[src/design/pin_mux_pkg.sv]
// Constants, pin tables and carrier types for the pin function multiplexer
package pin_mux_pkg;
  localparam int NPIN  = 10;
  localparam int NPORT = 4;
  localparam int PW    = 12;
  localparam int AW    = 6;
  localparam int DW    = 16;
  localparam int CFG_W = 9;

  localparam int CLK_NS          = 25;
  localparam int GPIO_GLITCH_NS  = 10;
  localparam int GPIO_REJECT_CYC = (GPIO_GLITCH_NS + CLK_NS - 1) / CLK_NS;
  localparam int DPD_GLITCH_NS   = 20;
  localparam int DPD_REJECT_CYC  = (DPD_GLITCH_NS + CLK_NS - 1) / CLK_NS;
  localparam int WAKE_PULSE_NS   = 50;
  localparam int WAKE_CYC        = WAKE_PULSE_NS / CLK_NS;
  // Samples that must agree; one more than the longest rejected glitch
  localparam int FILT_DEPTH      = DPD_REJECT_CYC + 1;

  localparam int CFG_FUNC_LSB   = 0;
  localparam int CFG_PULL_LSB   = 2;
  localparam int CFG_HYST_BIT   = 4;
  localparam int CFG_OD_BIT     = 5;
  localparam int CFG_ISENSE_BIT = 6;
  localparam int CFG_IBOTH_BIT  = 7;
  localparam int CFG_IHIGH_BIT  = 8;
  localparam logic [CFG_W-1:0] CFG_RESET = 9'h008;

  typedef enum logic [1:0] {
    FUNC_GPIO   = 2'h0,
    FUNC_ALT    = 2'h1,
    FUNC_ANALOG = 2'h2
  } func_t;

  typedef enum logic [1:0] {
    PULL_NONE = 2'h0,
    PULL_DOWN = 2'h1,
    PULL_UP   = 2'h2
  } pull_t;

  localparam logic [AW-1:0] A_CFG_LAST = 6'h09;
  localparam logic [AW-1:0] A_DATA     = 6'h10;
  localparam logic [AW-1:0] A_DIR      = 6'h18;
  localparam logic [AW-1:0] A_STAT     = 6'h20;
  localparam logic [AW-1:0] A_CLR      = 6'h21;
  localparam logic [AW-1:0] A_EN       = 6'h22;
  localparam logic [AW-1:0] A_START    = 6'h23;
  localparam logic [AW-1:0] A_LEVEL    = 6'h24;

  localparam logic [1:0] PIN_PORT [NPIN] =
    '{2'h1, 2'h1, 2'h1, 2'h1, 2'h1, 2'h2, 2'h3, 2'h3, 2'h3, 2'h0};
  localparam logic [3:0] PIN_BIT [NPIN] =
    '{4'h4, 4'h8, 4'h9, 4'ha, 4'hb, 4'h0, 4'h2, 4'h4, 4'h5, 4'h4};
  localparam logic [PW-1:0] PORT_IMPL [NPORT] =
    '{12'h010, 12'hf10, 12'h001, 12'h034};
  localparam logic [NPIN-1:0] ALT_MASK   = 10'h22f;
  localparam logic [NPIN-1:0] ANA_MASK   = 10'h019;
  localparam logic [NPIN-1:0] OD_MASK    = 10'h200;
  localparam logic [NPIN-1:0] START_MASK = 10'h0e0;

  typedef struct packed {
    logic out;
    logic oe;
    logic pull_up;
    logic pull_down;
    logic hyst;
    logic analog;
  } pad_ctrl_t;

  typedef struct packed {
    logic          wr;
    logic          rd;
    logic [AW-1:0] addr;
    logic [DW-1:0] wdata;
  } reg_req_t;
endpackage : pin_mux_pkg

[src/design/pin_function_mux_wake.sv]
// Pin function multiplexer with pad control, pin interrupts and deep power-down wake
`timescale 1ns/1ps
module pin_function_mux_wake (
  input  logic                              clk,
  input  logic                              reset_n,
  input  pin_mux_pkg::reg_req_t             reg_req,
  output logic [pin_mux_pkg::DW-1:0]        rdata,
  input  logic [pin_mux_pkg::NPIN-1:0]      pad_in,
  output pin_mux_pkg::pad_ctrl_t            pad [pin_mux_pkg::NPIN],
  input  logic [pin_mux_pkg::NPIN-1:0]      alt_out,
  input  logic [pin_mux_pkg::NPIN-1:0]      alt_oe,
  output logic [pin_mux_pkg::NPIN-1:0]      alt_in,
  output logic [pin_mux_pkg::NPIN-1:0]      analog_sel,
  input  logic                              ext_reset_n,
  input  logic                              dpd,
  output logic                              chip_reset_req,
  output logic                              wake_req,
  output logic                              gpio_irq,
  output logic [pin_mux_pkg::NPIN-1:0]      start_out
);
  import pin_mux_pkg::*;

  logic [CFG_W-1:0]      cfg      [NPIN];
  logic [PW-1:0]         pdata    [NPORT];
  logic [PW-1:0]         pdir     [NPORT];
  logic [PW-1:0]         pin_view [NPORT];
  logic [PW-1:0]         pread    [NPORT];
  logic [FILT_DEPTH-1:0] hist     [NPIN];
  logic [NPIN-1:0]       filt;
  logic [NPIN-1:0]       prev;
  logic [NPIN-1:0]       digi_in;
  logic [NPIN-1:0]       ev;
  logic [NPIN-1:0]       sel_alt;
  logic [NPIN-1:0]       int_stat;
  logic [NPIN-1:0]       int_en;
  logic [NPIN-1:0]       start_en;
  logic [DW-1:0]         next_rdata;

  ////////////////////////////////////////////////////////////////////////////
  // Address decode
  wire           wr     = reg_req.wr;
  wire [AW-1:0]  addr   = reg_req.addr;
  wire [DW-1:0]  wdata  = reg_req.wdata;
  wire           is_cfg  = addr <= A_CFG_LAST;
  wire           is_data = addr[AW-1:2] == A_DATA[AW-1:2];
  wire           is_dir  = addr[AW-1:2] == A_DIR[AW-1:2];
  wire [NPIN-1:0] clr_mask = (wr && addr == A_CLR) ? wdata[NPIN-1:0] : '0;

  assign next_rdata =
    is_cfg           ? DW'(cfg[addr[3:0]]) :
    is_data          ? DW'(pread[addr[1:0]]) :
    is_dir           ? DW'(pdir[addr[1:0]]) :
    addr == A_STAT   ? DW'(int_stat) :
    addr == A_EN     ? DW'(int_en) :
    addr == A_START  ? DW'(start_en) :
    addr == A_LEVEL  ? DW'(digi_in) :
    '0;

  always_ff @(posedge clk or negedge reset_n) begin
    if (!reset_n) begin
      rdata <= '0;
    end else begin
      rdata <= reg_req.rd ? next_rdata : '0;
    end
  end

  ////////////////////////////////////////////////////////////////////////////
  // Port data and direction; absent bits are masked on every write
  for (genvar p = 0; p < NPORT; p++) begin : g_port
    always_ff @(posedge clk or negedge reset_n) begin
      if (!reset_n) begin
        pdata[p] <= '0;
        pdir[p]  <= '0;
      end else begin
        if (wr && is_data && addr[1:0] == 2'(p)) begin
          pdata[p] <= wdata[PW-1:0] & PORT_IMPL[p];
        end
        if (wr && is_dir && addr[1:0] == 2'(p)) begin
          pdir[p] <= wdata[PW-1:0] & PORT_IMPL[p];
        end
      end
    end
    // Output bits read back the latch, input bits the filtered pin
    assign pread[p] = ((pdir[p] & pdata[p]) | (~pdir[p] & pin_view[p]))
                      & PORT_IMPL[p];
  end

  always_comb begin
    for (int p = 0; p < NPORT; p++) begin
      pin_view[p] = '0;
    end
    for (int i = 0; i < NPIN; i++) begin
      pin_view[PIN_PORT[i]][PIN_BIT[i]] = digi_in[i];
    end
  end

  ////////////////////////////////////////////////////////////////////////////
  // Per-pin multiplexer, pad control, glitch filter and event detect
  for (genvar i = 0; i < NPIN; i++) begin : g_pin
    wire [1:0] func   = cfg[i][CFG_FUNC_LSB +: 2];
    wire [1:0] pull   = cfg[i][CFG_PULL_LSB +: 2];
    wire       ana    = func == FUNC_ANALOG && ANA_MASK[i];
    wire       alt    = func == FUNC_ALT && ALT_MASK[i];
    wire       od     = OD_MASK[i] || cfg[i][CFG_OD_BIT];
    wire       p_dir  = pdir[PIN_PORT[i]][PIN_BIT[i]];
    wire       p_out  = pdata[PIN_PORT[i]][PIN_BIT[i]];
    wire       d_oe   = alt ? alt_oe[i] : p_dir;
    wire       d_val  = alt ? alt_out[i] : p_out;
    wire       rise   = digi_in[i] && !prev[i];
    wire       fall   = !digi_in[i] && prev[i];
    wire       ihigh  = cfg[i][CFG_IHIGH_BIT];
    pad_ctrl_t next_pad;

    assign sel_alt[i]    = alt;
    assign analog_sel[i] = ana;
    // Open-drain drives only the low level and leaves high to the pull-up
    assign next_pad.oe        = !ana && d_oe && !(od && d_val);
    assign next_pad.out       = d_val && !od;
    assign next_pad.pull_up   = !ana && !OD_MASK[i] && pull == PULL_UP;
    assign next_pad.pull_down = !ana && !OD_MASK[i] && pull == PULL_DOWN;
    assign next_pad.hyst      = !ana && cfg[i][CFG_HYST_BIT];
    assign next_pad.analog    = ana;
    // Digital input reads low while analog, so entering analog can look like a fall
    assign digi_in[i] = filt[i] && !ana;
    // Unrouted peripheral inputs see a quiet zero, not a defined behaviour
    assign alt_in[i]  = sel_alt[i] && digi_in[i];
    assign ev[i] = cfg[i][CFG_ISENSE_BIT] ? (digi_in[i] == ihigh) :
                   cfg[i][CFG_IBOTH_BIT]  ? (rise || fall) :
                   ihigh ? rise : fall;

    always_ff @(posedge clk or negedge reset_n) begin
      if (!reset_n) begin
        cfg[i]  <= CFG_RESET;
        pad[i]  <= '{out: 1'b0, oe: 1'b0, pull_up: 1'b1, pull_down: 1'b0,
                     hyst: 1'b0, analog: 1'b0};
        hist[i] <= '1;
        filt[i] <= 1'b1;
        prev[i] <= 1'b1;
      end else begin
        if (wr && is_cfg && addr[3:0] == 4'(i)) begin
          cfg[i] <= wdata[CFG_W-1:0];
        end
        pad[i]  <= next_pad;
        hist[i] <= {hist[i][FILT_DEPTH-2:0], pad_in[i]};
        // Level changes only once every sample in the window agrees
        if (&hist[i]) begin
          filt[i] <= 1'b1;
        end else if (~|hist[i]) begin
          filt[i] <= 1'b0;
        end
        prev[i] <= digi_in[i];
      end
    end
  end

  ////////////////////////////////////////////////////////////////////////////
  // Interrupt flags, start logic and deep power-down reset path
  assign gpio_irq = |(int_stat & int_en);

  always_ff @(posedge clk or negedge reset_n) begin
    if (!reset_n) begin
      int_stat       <= '0;
      int_en         <= '0;
      start_en       <= '0;
      start_out      <= '0;
      chip_reset_req <= 1'b0;
      wake_req       <= 1'b0;
    end else begin
      int_stat <= (int_stat & ~clr_mask) | ev;
      if (wr && addr == A_EN) begin
        int_en <= wdata[NPIN-1:0];
      end
      if (wr && addr == A_START) begin
        start_en <= wdata[NPIN-1:0] & START_MASK;
      end
      start_out <= ~filt & start_en & START_MASK;
      // The wake pin uses the raw filter: its digital mux may be analog
      chip_reset_req <= dpd ? !filt[0] : !ext_reset_n;
      wake_req       <= dpd && !filt[0];
    end
  end
endmodule : pin_function_mux_wake

[config.mk]
export PLATFORM = sky130hd
export DESIGN_NAME = pin_function_mux_wake
export DESIGN_NICKNAME = d
export VERILOG_FILES = /design/src/design/pin_mux_pkg.sv /design/src/design/pin_function_mux_wake.sv
export SDC_FILE = /design/constraint.sdc
export NUM_CORES = 1
export LEC_CHECK = 0
export BUFFER_PORTS_ARGS = -buffer_cell sky130_fd_sc_hd__buf_2
export CAP_MARGIN = 20
export CORE_MARGIN = 2
export CORE_UTILIZATION = 40
export DETAILED_ROUTE_END_ITERATION = 10
export GPL_ROUTABILITY_DRIVEN = 1
export HOLD_SLACK_MARGIN = 0.06
export SETUP_SLACK_MARGIN = 0.3
export SLEW_MARGIN = 20
export SYNTH_ARGS = -nofsm -noshare
export SYNTH_HDL_FRONTEND = slang
export SYNTH_SLANG_ARGS = --single-unit
export TNS_END_PERCENT = 1
[constraint.sdc]
create_clock -name clk -period 3.48 [get_ports clk]
set_clock_uncertainty 0.05 [all_clocks]
set_input_delay 0.174 -clock clk [delete_from_list [all_inputs] [get_ports clk]]
set_output_delay 0.174 -clock clk [all_outputs]
set_load 0.005 [all_outputs]
---- After elaboration in Yosys (flattened, before gate mapping) ----
Cells that the tools add are included.
cells by class
  add/sub/neg operators ................... 0
  multiply operators ...................... 0
  div/mod/pow operators ................... 0
  order comparisons ....................... 3
  equality and inequality tests ........... 66
  shift-type cells ........................ 0
  multiplexer cells ....................... 81
  bitwise operators ....................... 24
  reduce and logical (&&, ||, !) cells .... 171
operators with widths
  cell                                                                   count
  12-bit 2-to-1 mux                                                      8
  1-bit logical AND                                                      94
  1-bit 2-to-1 mux                                                       63
  10-bit 2-to-1 mux                                                      5
  12-bit binary-select mux with 2-bit select                             2
  1-bit zero test                                                        44
  9-bit binary-select mux with 4-bit select                              1
  2-bit by 1-bit equality test with 1-bit output, second input constant  16
  6-bit equality test, second input constant                             5
  2-bit equality test, second input constant                             14
  12-bit bitwise AND                                                     2
  4-bit by 3-bit equality test with 1-bit output, second input constant  6
  10-bit bitwise AND                                                     2
  2-bit inequality test, second input constant                           10
  2-bit AND reduction                                                    10
  2-bit OR reduction                                                     10
  9-bit 2-to-1 mux                                                       2
  6-bit bitwise AND                                                      2
  12-bit NOT                                                             1
  12-bit OR                                                              1
  5-bit bitwise AND                                                      2
  1-bit equality test                                                    10
  1-bit logical OR                                                       10
  10-bit NOT                                                             1
  21 further kinds                                                       24
storage, ports and cells
  register bits after elaboration ......... 241
  latch bits .............................. 0
  memory bits (writable) .................. 0
  memory bits (read-only) ................. 0
  output and inout port bits .............. 109
  word-level logic and storage cells ...... 451
  memories kept ........................... 0

---- Longest topological paths before layout ----
Gate-level depths: netlist of run 1.
  word-level depth ........................ 11
  depth in mapped cells ................... 9
  depth with buffers taken out ............ 8

---- Least setup slack after synthesis of run 1 ----
OpenSTA, ideal clock, no wires.
  kind .................................... register to register
  from .................................... reg cfg[54] (netlist bit)
  to ...................................... reg int_stat[3]
  library setup time ...................... 0.126 ns
  arrival time ............................ 1.674 ns
  data required time ...................... 3.304 ns
  setup slack ............................. 1.630 ns
  stages on the path, launching flop included .. 10
  period minus slack after synthesis ...... 1.850 ns
  cell sequence ........................... dfrtp_1 nand2b_1 and2_1 clkbuf_1 inv_1 ha_1 nor2b_1 a211oi_1 a211oi_1 a221o_1
between the ends
  longest elaborated chain between the ends .. 9
RTL lines
  what                                                         line                                                        RTL
  start: declaration                                           pin_function_mux_wake.sv:23                                 logic [CFG_W-1:0] cfg [NPIN];
  start signal: indexed assignment                             pin_function_mux_wake.sv:141                                cfg[i] <= wdata[CFG_W-1:0];
  2-bit equality test *                                        pin_function_mux_wake.sv:102                                wire ana = func == FUNC_ANALOG && ANA_MASK[i];
  1-bit zero test *                                            pin_function_mux_wake.sv:124                                assign digi_in[i] = filt[i] && !ana;
  1-bit logical AND *                                          pin_function_mux_wake.sv:124
  named net digi_in[3]                                         pin_function_mux_wake.sv:31                                 logic [NPIN-1:0] digi_in;
  1-bit zero test                                              pin_function_mux_wake.sv:110                                wire fall = !digi_in[i] && prev[i];
  1-bit logical AND                                            pin_function_mux_wake.sv:110
  1-bit 2-to-1 mux / 1-bit logical OR (equally long branches)  pin_function_mux_wake.sv:129, pin_function_mux_wake.sv:128
  1-bit 2-to-1 mux                                             pin_function_mux_wake.sv:128                                cfg[i][CFG_IBOTH_BIT] ? (rise || fall) :
  1-bit 2-to-1 mux *                                           pin_function_mux_wake.sv:127                                assign ev[i] = cfg[i][CFG_ISENSE_BIT] ? (digi_in[i] == ihigh) :
  10-bit OR *                                                  pin_function_mux_wake.sv:169                                int_stat <= (int_stat & ~clr_mask) | ev;
  end signal: assignment                                       pin_function_mux_wake.sv:169
  end: declaration                                             pin_function_mux_wake.sv:34                                 logic [NPIN-1:0] int_stat;
The timed path passes the listed nets; every way through them passes the cells marked *.
A chain may end at the register's enable or synchronous reset.

---- Worst setup path in the final report of run 1 ----
  from .................................... in reg_req[16] (netlist bit)
  to ...................................... reg cfg[23] (netlist bit)
between the ends
  longest elaborated chain between the ends .. 3
RTL lines
  what                                                       line                          RTL
  start: declaration                                         pin_function_mux_wake.sv:6    input pin_mux_pkg::reg_req_t reg_req,
  6-bit by 4-bit less-or-equal comparator with 1-bit output  pin_function_mux_wake.sv:44   wire is_cfg = addr <= A_CFG_LAST;
  1-bit logical AND                                          pin_function_mux_wake.sv:140  if (wr && is_cfg && addr[3:0] == 4'(i)) begin
  1-bit logical AND *                                        pin_function_mux_wake.sv:140
Mark *: on every way between the ends. The rest lies on a longest branch, timed or not.

==> summary.txt, run 1 <==
Floorplan
  • Number of cell rows: 61
  • Die height: 171 um
  • Num ports: 167
  • Core area: 27,600 sq um
  • Die Span X: 171 um
  • Total die area: 29,300 sq um
  • Starting density of the core: 40.4%

Critical path
  • Delay of the slowest cell on the worst path: 0.49 ns
  • CP delay by family, top: buffers and inverters
  • CP bufs+invs: 2
  • Critical Path Slowest Stage Cell: buf_4
  • CP Depth: 5
  • CP cell instances: buf_2 -> buf_4 -> and2_1 -> nand2_1 -> mux2_2
  • Nature of the critical path endpoint: flip-flop
  • WS Path Type: input port to flip-flop
  • CP max FO: 26
  • Critical path required time: 3.84 ns
  • Startpoint Class: input port
  • Worst Path Arrival: 2.49 ns
  • Worst r2r path cells: 8

Timing
  • Measured slew at the worst slew-check pin: 0.834 ns
  • Setup TNS Final: 0 ns
  • Min Tclk post-route: around 2.1 ns
  • RSZ-0062 raised after global routing: false
  • Setup Viol. Count Final: 0
  • Slew margin rel.: between 40% and 50%
  • Final period utilization: 61.1%
  • Fin. max-slew vios: 0
  • Max Freq: approximately 470 MHz
  • Final Hold Viols: 0

Power and ir drop
  • Lkg Pwr: 0.00625 uW
  • Logic pwr share: 13.5%
  • Power per cell area: 546 nW/um^2
  • Psw: 1850 uW
  • Sw Share: 25.3%
  • Internal: 5450 uW
  • Clock power share: between 30 and 40%
  • Total power: 7300 uW
  • VDD IR-drop max: 0.000339 V
  • Seq pwr share: a little under half

Yosys
  • Synthesized instance count: 845
  • Synth Register Bits: ~240
  • Yosys warnings: 0
  • Syn avg cell area: 13.2 sq um
  • Post-synth EDFFs: 0
  • Register area share after synthesis: 54.6%
  • Netlist cell types: 64
  • Mapped cell area: about 11,000 sq um
  • Ys async rst share: 100%
  • Synth Flop Type: dfrtp_1

Placement
  • Placed instance count: ~1,300
  • RePlAce Congestion: 0.897
  • HPWL after DPL: ~19,000 um
  • I/O Buffers: 123

Global route
  • Total gr overflow: 0
  • Total track usage: 19.4%
  • Largest net degree at the start of global routing: 108
  • First-pass GRT wire length: about 43,000 um
  • Initial antenna violation count: 2
  • Number of global-route vias before repair: 7,373

Min path
  • Hold Crit Depth: 3
  • Worst hold path type: input port to flip-flop

Detailed routing
  • DR vias/cell: 5.16
  • Routed WL: 28,000 um
  • Via count: 7,238
  • Initial detailed-routing violation count: approximately 520
  • # DRC: 0
  • Drt wl/cell: 19.9 um
  • Total iterations of the first detailed-routing run: 5
  • Final antenna-violating net count: 0

Cells and area
  • Area Overhead vs Synth: 19.5%
  • Share of cells above drive strength 1: 40.4%
  • Final non-filler cell total: 1,403
  • Diode count: 0
  • Fin nets: 1,093

Clock network
  • Clock Tree Buf Depth: 3
  • Clock Tree Root: clkbuf_16
  • H-Tree Depth: 1
  • Clock Pin Slew Worst Setup and Hold Paths: 0.06 ns
  • Cts repair resizes: 0
  • TritonCTS clock tree: built
  • Clock latency on the worst-skew pair: 0.53 ns
  • CTS Buf Count: 27
  • Clock sinks: ~240

Outcome
  • Status: completed

Flow run
  • Max-cap violations: 0
[area by class of cell]
type                            count  area, sq um
Tap cell                          378          473
Sequential cell                   241         6110
Timing Repair Buffer              176         1130
Clock inverter                      8          100
Fill cell                        2524        14300
Clock buffer                       41          808
Inverter                           24         90.1
Multi-Input combinational cell    535         4650
[cell usage after synthesis, drive strengths merged (17+ instances only)]
master	instances	area share, %
dfrtp	181	41
mux2	139	14
dfstp	60	14
buf	53	3.2
nor2b	48	2.7
ha	30	3.4
mux2i	28	2.5
nand2	28	0.94
inv	24	0.81
clkbuf	23	0.77
a211oi	20	1.3
mux4	18	3.6
a31oi	17	0.95
[cell families (layout without fill, tap and decap cells)]
kind of cell / count (synthesis) / count (layout) / share of synthesized area [%]
and+or+nand+nor: 171 / 171 / 9.10
AOI/OAI and AO/OA: 107 / 107 / 7.12
xor gates and xnor gates: 10 / 10 / 0.784
DFF: 241 / 241 / 54.6
muxes: 185 / 185 / 20.1
buffers and inverters: 100 / 249 / 4.80
adders and majority gates: 30 / 30 / 3.36
other: 1 / 32 / 0.0336
[metal layers]
metal,global-route usage [%],part of all wire (%),up-vias
met5,0,0.039,-
met4,4.97,2.2,2
met3,3.89,5.8,48
met2,31.6,47,213
met1,26.7,45,3655
li1,-,-,3320
[repair_timing]
| action | in CTS | in global routing |
|---|---|---|
| setup buffers | 0 | 0 |
| hold endpoints to repair | 114 | 0 |
| hold buffers | 37 | 0 |
| setup endpoints to repair | 0 | 0 |
[final timing paths]
path / to / slack (ns) / from
setup / recovery: cfg[23] / 1.35 / reg_req[16]
max in group asynchronous: hist[15] / 2.19 / reset_n
min in group asynchronous: pad[43] / 0.24 / reset_n
setup reg to reg: int_stat[3] / 1.42 / cfg[54]
hold reg to reg: hist[17] / 0.32 / hist[16]
hold / removal: int_stat[1] / 0.08 / reg_req[1]
[worst min-delay path: cells and delay by family]
kind | cells | cell delay [ns]
buffers and inverters | 1 | 0.21
AOI/OAI and AO/OA | 1 | 0.13
and+or+nand+nor | 1 | 0.10
[power groups by stage]
| stage | clock (uW) | sequential [uW] | combinational [uW] |
|---|---|---|---|
| after floorplan | 0 | 3410 | 630 |
| after global placement | 0 | 3480 | 933 |
| after detailed placement | 0 | 3490 | 947 |
| after CTS | 2940 | 3450 | 996 |
| after global routing | 3060 | 3490 | 1100 |
| final | 2870 | 3440 | 985 |
[placed cells by master (no fill, tap or decap), drive strengths merged, types with 14 or more instances in the layout]
cell type,n
a31oi,17
ha,30
nand2,28
nor2b,48
nor2,14
mux4,18
inv,26
mux2,139
a211oi,20
dlygate4sd3,37
clkbuf,41
conb,32
buf,139
dfstp,60
dfrtp,181
mux2i,28
[per-stage QoR]
step	instance area, sq um	setup slack [ns]	utilization, %	hold WS (ns)
CTS	13400	1.36	48.3	0.0614
global placement	12100	0.857	43.7	0.229
finish	13400	1.35	48.3	0.0818
floorplan	11300	1.63	-	-0.172
detailed placement	12100	0.831	43.7	0.230
global route	13400	1.21	48.3	0.0902
[state kept, by name (all words and copies together), names as in the netlist]
signal and cells:
chip_reset_req 1, pad 51, int_en 10, int_stat 10, g_pin.d_oe 4, g_pin.d_val 4, start_out 3, g_pin.p_dir 6
cfg 90, rdata 12, g_pin.p_out 6, digi_in 7, start_en 3, hist 20, prev 10, wake_req 1
filt 3
(Power assumes the default switching activity.)
==> run 2, diff against run 1 <==
==> constraint.sdc (replaced) <==
create_clock -name clk -period 1.8 [get_ports clk]
set_clock_uncertainty 0.05 [all_clocks]
set_input_delay 0.09 -clock clk [delete_from_list [all_inputs] [get_ports clk]]
set_output_delay 0.09 -clock clk [all_outputs]
set_load 0.005 [all_outputs]
==> run 2 against run 1 <==
Effect of this change:
- the flow now finishes with violations (setup timing)
- die area unchanged
- via count up 4.9%
- routed wire length up 7.1%
- design area up 9.9%
- combinational power up 140%
- worst hold slack worse by 0.027 ns
- utilization up 4.8 points
- worst setup slack worse by 1.5 ns
- largest power group unchanged
- critical path depth down 1
- cell count up 6.3%
- sequential power up 93%
==> summary.txt, run 2 (synthesis results as in run 1) <==
Power and ir drop
  • Psw: 3800 uW (+110%)
  • Seq pwr share: 45.7% (-1.5 points)
  • Power per cell area: 991 nW/um^2 (+81%)
  • VDD IR-drop max: 0.000678 V (+100%)
  • Clock power share: 37.7% (-1.6 points)
  • Internal: 10,700 uW (+97%)
  • Sw Share: 26.1% (+0.81 points)
  • Logic pwr share: 16.5% (+3.0 points)
  • Lkg Pwr: 0.00678 uW (+8.5%)

Cells and area
  • Final non-filler cell total: 1,491 (+6.3%)
  • Fin nets: 1,181 (+8.1%)
  • Most flop-heavy register: cfg
  • Register area: 6110 sq um (+0.10%)
  • Share of cells above drive strength 1: 52.2% (+12 points)
  • Commonest cells after routing, fill and taps aside: dfrtp_1, mux2_2, buf_2, buf_4, dfstp_2
  • Max reg flops: 90 (unchanged)
  • Top flop regs: cfg (90), pad (51), hist (20)
  • Diode count: 0 (unchanged)
  • Area Overhead vs Synth: 31.4%
  • Design area: 14,700 sq um (+9.9%)
  • Commonest non-fill, non-tap cell in the layout: dfrtp_1
  • Fill cell count: 2,421 (-4.1%)
  • Area of the multi-input gates: 5110 sq um (+10%)
  • Fin util: 53.1% (+4.8 points)

Timing
  • Final period utilization: 107%
  • Setup slack after layout: -0.135 ns (-1.49 ns)
  • Max Freq: 517 MHz
  • Setup Viol. Count Final: 1 (+1)
  • Min Tclk post-route: 1.93 ns
  • Final Hold Viols: 0 (unchanged)
  • Fin. max-slew vios: 0 (unchanged)
  • Measured slew at the worst slew-check pin: 0.544 ns (-0.290 ns)
  • Worst Hold Margin: 0.0544 ns (-0.0274 ns)
  • RSZ-0062 raised after global routing: true
  • Slew margin rel.: 63.7% (+19 points)

Outcome
  • Status: finished, violations left
  • Failing checks: setup timing

Placement
  • Pre-CTS WS: -0.142 ns (-0.973 ns)
  • HPWL after DPL: 21,300 um (+11%)
  • Placed instance count: 1,399 (+6.2%)
  • Placement-stage cell area: 12,800 sq um (+6.1%)
  • I/O Buffers: 123 (unchanged)
  • RePlAce Congestion: 0.897 (about the same)

Critical path
  • CP cell instances: a22o_1 -> a221oi_2 -> nand4_1 -> buf_2
  • Startpoint Class: flip-flop
  • Reg-to-Reg Start: cfg[60]
  • CP delay by family, top: compound AO/OA/AOI/OAI gates
  • Crit path from: int_en[9]
  • CP max FO: 2 (-92%)
  • Critical path required time: 1.66 ns (-2.18 ns)
  • Critical Path Slowest Stage Cell: dfrtp_1
  • CP bufs+invs: 1 (-1)
  • Nature of the critical path endpoint: output port
  • Worst Path Arrival: 1.79 ns (-0.70 ns)
  • Delay of the slowest cell on the worst path: 0.38 ns (-0.11 ns)
  • WS Path Type: flip-flop to output port

Flow run
  • Max-cap violations: 0 (unchanged)

Floorplan
  • Number of cell rows: 61 (unchanged)
  • Starting density of the core: 40.4% (unchanged)
  • Die Span X: 171 um (unchanged)
  • Total die area: 29,300 sq um (unchanged)
  • Core area: 27,600 sq um (unchanged)
  • Num ports: 167 (unchanged)
  • Die height: 171 um (unchanged)

Clock network
  • H-Tree Depth: 1 (unchanged)
  • Clock Tree Buf Depth: 3 (unchanged)
  • TritonCTS clock tree: built
  • Clock latency on the worst-skew pair: 0.54 ns (about the same)
  • Clock Pin Slew Worst Setup and Hold Paths: 0.06 ns (about the same)
  • CTS Buf Count: 27 (unchanged)
  • Clock sinks: 241 (unchanged)
  • Clock Tree Root: clkbuf_16

Global route
  • Number of global-route vias before repair: 7,821 (+6.1%)
  • Largest net degree at the start of global routing: 64 (-41%)
  • First-pass GRT wire length: 46,100 um (+6.1%)
  • Total gr overflow: 0 (unchanged)
  • Total track usage: 20.8% (+1.4 points)
  • Initial antenna violation count: 1 (-1)

Detailed routing
  • Total iterations of the first detailed-routing run: 5 (unchanged)
  • Initial detailed-routing violation count: 413 (-21%)
  • # DRC: 0 (unchanged)
  • Routed WL: 29,900 um (+7.1%)
  • Final antenna-violating net count: 0 (unchanged)
  • Drt wl/cell: 20.1 um (+0.80%)
  • Via count: 7,596 (+4.9%)
  • DR vias/cell: 5.09 (-1.2%)

Min path
  • Worst hold path type: input port to asynchronous set/reset pin
run 2: per-layer routing:
metal	vias to the layer above	wire, um	global-route usage (%)	part of all wire, %
li1	3495	-	-	-
met1	3843	13000	27.7	43
met2	204	14600	35.1	49
met3	54	1520	3.56	5.1
met4	0	858	5.64	2.9
met5	-	0	0	0
run 2: repair_timing:
action	in CTS	in global routing
hold buffers	41	0
endpoints found under the hold margin	317	0
pin swaps	38	52
setup buffers	2	0
gates resized for setup	86	50
setup endpoints to repair	28	62
run 2: worst paths after layout:
kind                             to  slack (ns)  cells past startpoint
setup / recovery           gpio_irq       -0.13                      4
hold / removal              pad[49]        0.05                      2
setup reg to reg           rdata[6]        0.08                      4
hold reg to reg             hist[9]        0.32                      0
max in group asynchronous   pad[28]        0.96                      3
min in group clk           rdata[4]        0.08                      4
run 2: worst reg2reg max path: cells and delay by family (launching register included):
family / cells / cell delay, ns
mux: 2 / 0.80
flops: 1 / 0.42
compound gates: 2 / 0.32
run 2: metrics by stage:
| stage | TNS (ns) | power (uW) |
|---|---|---|
| global placement | -0.890 | 8730 |
| CTS | -0.115 | 14600 |
| floorplan | 0 | 7820 |
| global route | -0.174 | 15200 |
| finish | -0.135 | 14500 |
| detailed placement | -1.25 | 8780 |
run 2: layout make-up:
cell class | count | share of cell area [%]
Clock buffer | 39 | 5.32
Timing Repair Buffer | 264 | 13.6
Tap cell | 378 | 3.22
Clock inverter | 10 | 0.733
Multi-Input combinational cell | 535 | 34.8
Inverter | 24 | 0.699
Sequential cell | 241 | 41.6
run 2: power groups by stage:
stage	Combinational [uW]	Sequential [uW]	Clock (uW)
floorplan	1230	6590	0
global placement	2060	6670	0
detailed placement	2090	6690	0
CTS	2320	6630	5610
global route	2640	6740	5810
finish	2400	6650	5490
==> run 3, diff against run 2 <==
--- a/config.mk
+++ b/config.mk
@@ -7,7 +7,7 @@
 export LEC_CHECK = 0
 export BUFFER_PORTS_ARGS = -buffer_cell sky130_fd_sc_hd__buf_2
 export CAP_MARGIN = 20
-export CORE_MARGIN = 2
+export CORE_MARGIN = 5
 export CORE_UTILIZATION = 40
 export DETAILED_ROUTE_END_ITERATION = 10
 export GPL_ROUTABILITY_DRIVEN = 1
==> run 3 against run 2 <==
Effect of this change:
- the flow still finishes with violations (setup timing)
- critical path depth did not move
- routed wire length grew 3.4%
- utilization grew 0.070 points
- critical endpoint unchanged
- largest cell class unchanged
==> summary.txt, run 3 (synthesis results as in run 1) <==
Detailed routing
  • Initial detailed-routing violation count: 486 (+18%)
  • # DRC: 0 (unchanged)
  • DR vias/cell: 5.24 (+2.9%)
  • Final antenna-violating net count: 0 (unchanged)
  • Total iterations of the first detailed-routing run: 6 (+1)
  • Routed WL: 31,000 um (+3.4%)
  • Drt wl/cell: 20.8 um (+3.4%)
  • Via count: 7,816 (+2.9%)

Power and ir drop
  • Psw: 3840 uW (+1.1%)
  • Logic pwr share: 16.2% (-0.3 points)
  • Clock power share: 39.0% (+1.3 points)
  • Sw Share: 25.9% (-0.26 points)
  • Seq pwr share: 44.8% (-0.9 points)
  • Lkg Pwr: 0.00683 uW (+0.61%)
  • VDD IR-drop max: 0.000561 V (-17%)
  • Internal: 11,000 uW (+2.5%)
  • Power per cell area: 1010 nW/um^2 (+1.7%)

Critical path
  • Delay of the slowest cell on the worst path: 0.39 ns (about the same)
  • WS Path Type: flip-flop to output port
  • Critical path required time: 1.66 ns (about the same)
  • CP max FO: 2 (unchanged)
  • Worst Path Arrival: 1.80 ns (about the same)
  • Critical Path Slowest Stage Cell: dfrtp_1
  • CP bufs+invs: 1 (unchanged)
  • Startpoint Class: flip-flop
  • CP delay by family, top: compound AO/OA/AOI/OAI gates
  • Nature of the critical path endpoint: output port
  • CP cell instances: a22o_1 -> a221oi_2 -> nand4_1 -> buf_2

Floorplan
  • Die Span X: 177 um (+3.5%)
  • Number of cell rows: 61 (unchanged)
  • Die height: 177 um (+3.5%)
  • Core area: 27,700 sq um (+0.28%)
  • Total die area: 31,400 sq um (+7.1%)
  • Num ports: 167 (unchanged)
  • Starting density of the core: 40.3% (-0.11 points)

Cells and area
  • Area of the multi-input gates: 5100 sq um (-0.20%)
  • Commonest cells after routing, fill and taps aside: dfrtp_1, mux2_2, buf_2, buf_4, dfstp_2
  • Share of cells above drive strength 1: 51.8% (-0.36 points)
  • Final non-filler cell total: 1,491 (unchanged)
  • Fill cell count: 2,361 (-2.5%)
  • Commonest non-fill, non-tap cell in the layout: dfrtp_1
  • Fin nets: 1,179 (-0.17%)
  • Diode count: 0 (unchanged)
  • Area Overhead vs Synth: 31.9%
  • Top flop regs: cfg (90), pad (51), hist (20)
  • Register area: 6110 sq um (about the same)
  • Max reg flops: 90 (unchanged)
  • Most flop-heavy register: cfg

Placement
  • HPWL after DPL: 22,000 um (+3.1%)
  • RePlAce Congestion: 0.926 (+3.3%)
  • Placed instance count: 1,393 (-0.43%)
  • I/O Buffers: 123 (unchanged)

Timing
  • Final Hold Viols: 0 (unchanged)
  • Setup Viol. Count Final: 1 (unchanged)
  • Worst Hold Margin: 0.0671 ns (+0.0127 ns)
  • Fin. max-slew vios: 0 (unchanged)
  • Min Tclk post-route: 1.94 ns (+0.00818 ns)
  • Slew margin rel.: 52.3% (-11 points)
  • Max Freq: 515 MHz (-0.42%)
  • RSZ-0062 raised after global routing: true
  • Measured slew at the worst slew-check pin: 0.714 ns (+0.170 ns)
  • Setup slack after layout: -0.143 ns (-0.00818 ns)
  • Final period utilization: 108% (+0.45 points)

Clock network
  • Clock sinks: 241 (unchanged)
  • Clock Tree Root: clkbuf_16
  • Clock Pin Slew Worst Setup and Hold Paths: 0.06 ns (about the same)
  • Clock Tree Buf Depth: 3 (unchanged)
  • Clock latency on the worst-skew pair: 0.55 ns (about the same)
  • TritonCTS clock tree: built
  • CTS Buf Count: 28 (+3.7%)
  • H-Tree Depth: 1 (unchanged)

Global route
  • First-pass GRT wire length: 47,400 um (+2.8%)
  • Largest net degree at the start of global routing: 58 (-9.4%)
  • Initial antenna violation count: 0 (-1)
  • Total gr overflow: 0 (unchanged)
  • Total track usage: 19.6% (-1.2 points)
  • Number of global-route vias before repair: 8,038 (+2.8%)

Outcome
  • Failing checks: setup timing
  • Status: finished, violations left

Min path
  • Worst hold path type: input port to flip-flop

Flow run
  • Max-cap violations: 0 (unchanged)
## run 3: worst reg2reg max path: cells and delay by family (launching register included)
family	cells	cell delay, ns
AO/OA/AOI/OAI	3	0.50
adder cells (fa/ha/maj)	1	0.16
flip-flops	1	0.40
AND/OR/NAND/NOR	3	0.43
## run 3: metrics by stage
| stage | setup WS, ns | instance area [sq um] | setup TNS (ns) | utilization (%) | total power (uW) |
|---|---|---|---|---|---|
| after floorplan | 0.0783 | 11300 | 0 | - | 7820 |
| after global placement | -0.0819 | 12800 | -0.534 | 46.1 | 8730 |
| after detailed placement | -0.0628 | 12800 | -0.450 | 46.1 | 8790 |
| after CTS | -0.132 | 14500 | -0.132 | 52.4 | 14900 |
| after global routing | -0.218 | 14700 | -0.218 | 53.2 | 15500 |
| final | -0.143 | 14700 | -0.143 | 53.2 | 14900 |
## run 3: metal layers
metal	vias to the layer above	wire [um]	GRT usage (%)
met5	-	0	0
met4	0	1120	6.93
met3	72	2040	3.78
met2	277	14600	31.8
met1	3966	13200	26.3
li1	3501	-	-
## run 3: area by class of cell
| class | count | area share (%) |
|---|---|---|
| Multi-Input combinational cell | 535 | 34.6 |
| Sequential cell | 241 | 41.4 |
| Inverter | 24 | 0.679 |
| Tap cell | 378 | 3.21 |
| Clock inverter | 8 | 0.654 |
| Timing Repair Buffer | 261 | 13.6 |
| Clock buffer | 44 | 5.85 |
## run 3: path summary, 6_finish.rpt
kind	startpoint	to	slack, ns	depth (start not counted)
min reg2reg	hist[8]	hist[9]	0.32	0
max reg2reg	cfg[46]	int_stat[4]	0.12	7
min	reg_req[19]	rdata[2]	0.07	4
min in group asynchronous	reset_n	pad[43]	0.54	3
max	int_en[9]	gpio_irq	-0.14	4
max in group asynchronous	reset_n	prev[9]	0.52	4
## run 3: power by group through the flow
stage | combinational, uW | sequential, uW | clock, uW
CTS | 2330 | 6640 | 5910
global placement | 2060 | 6670 | 0
global route | 2640 | 6730 | 6120
detailed placement | 2100 | 6690 | 0
floorplan | 1230 | 6590 | 0
finish | 2410 | 6650 | 5790
## run 3: timing repair
action,in CTS,in global routing
endpoints found under the setup margin,29,128
endpoints found under the hold margin,333,1
hold buffers,43,1
buffers inserted,2,0
pin swaps,38,47
gates resized for setup,91,47
gates cloned,0,0
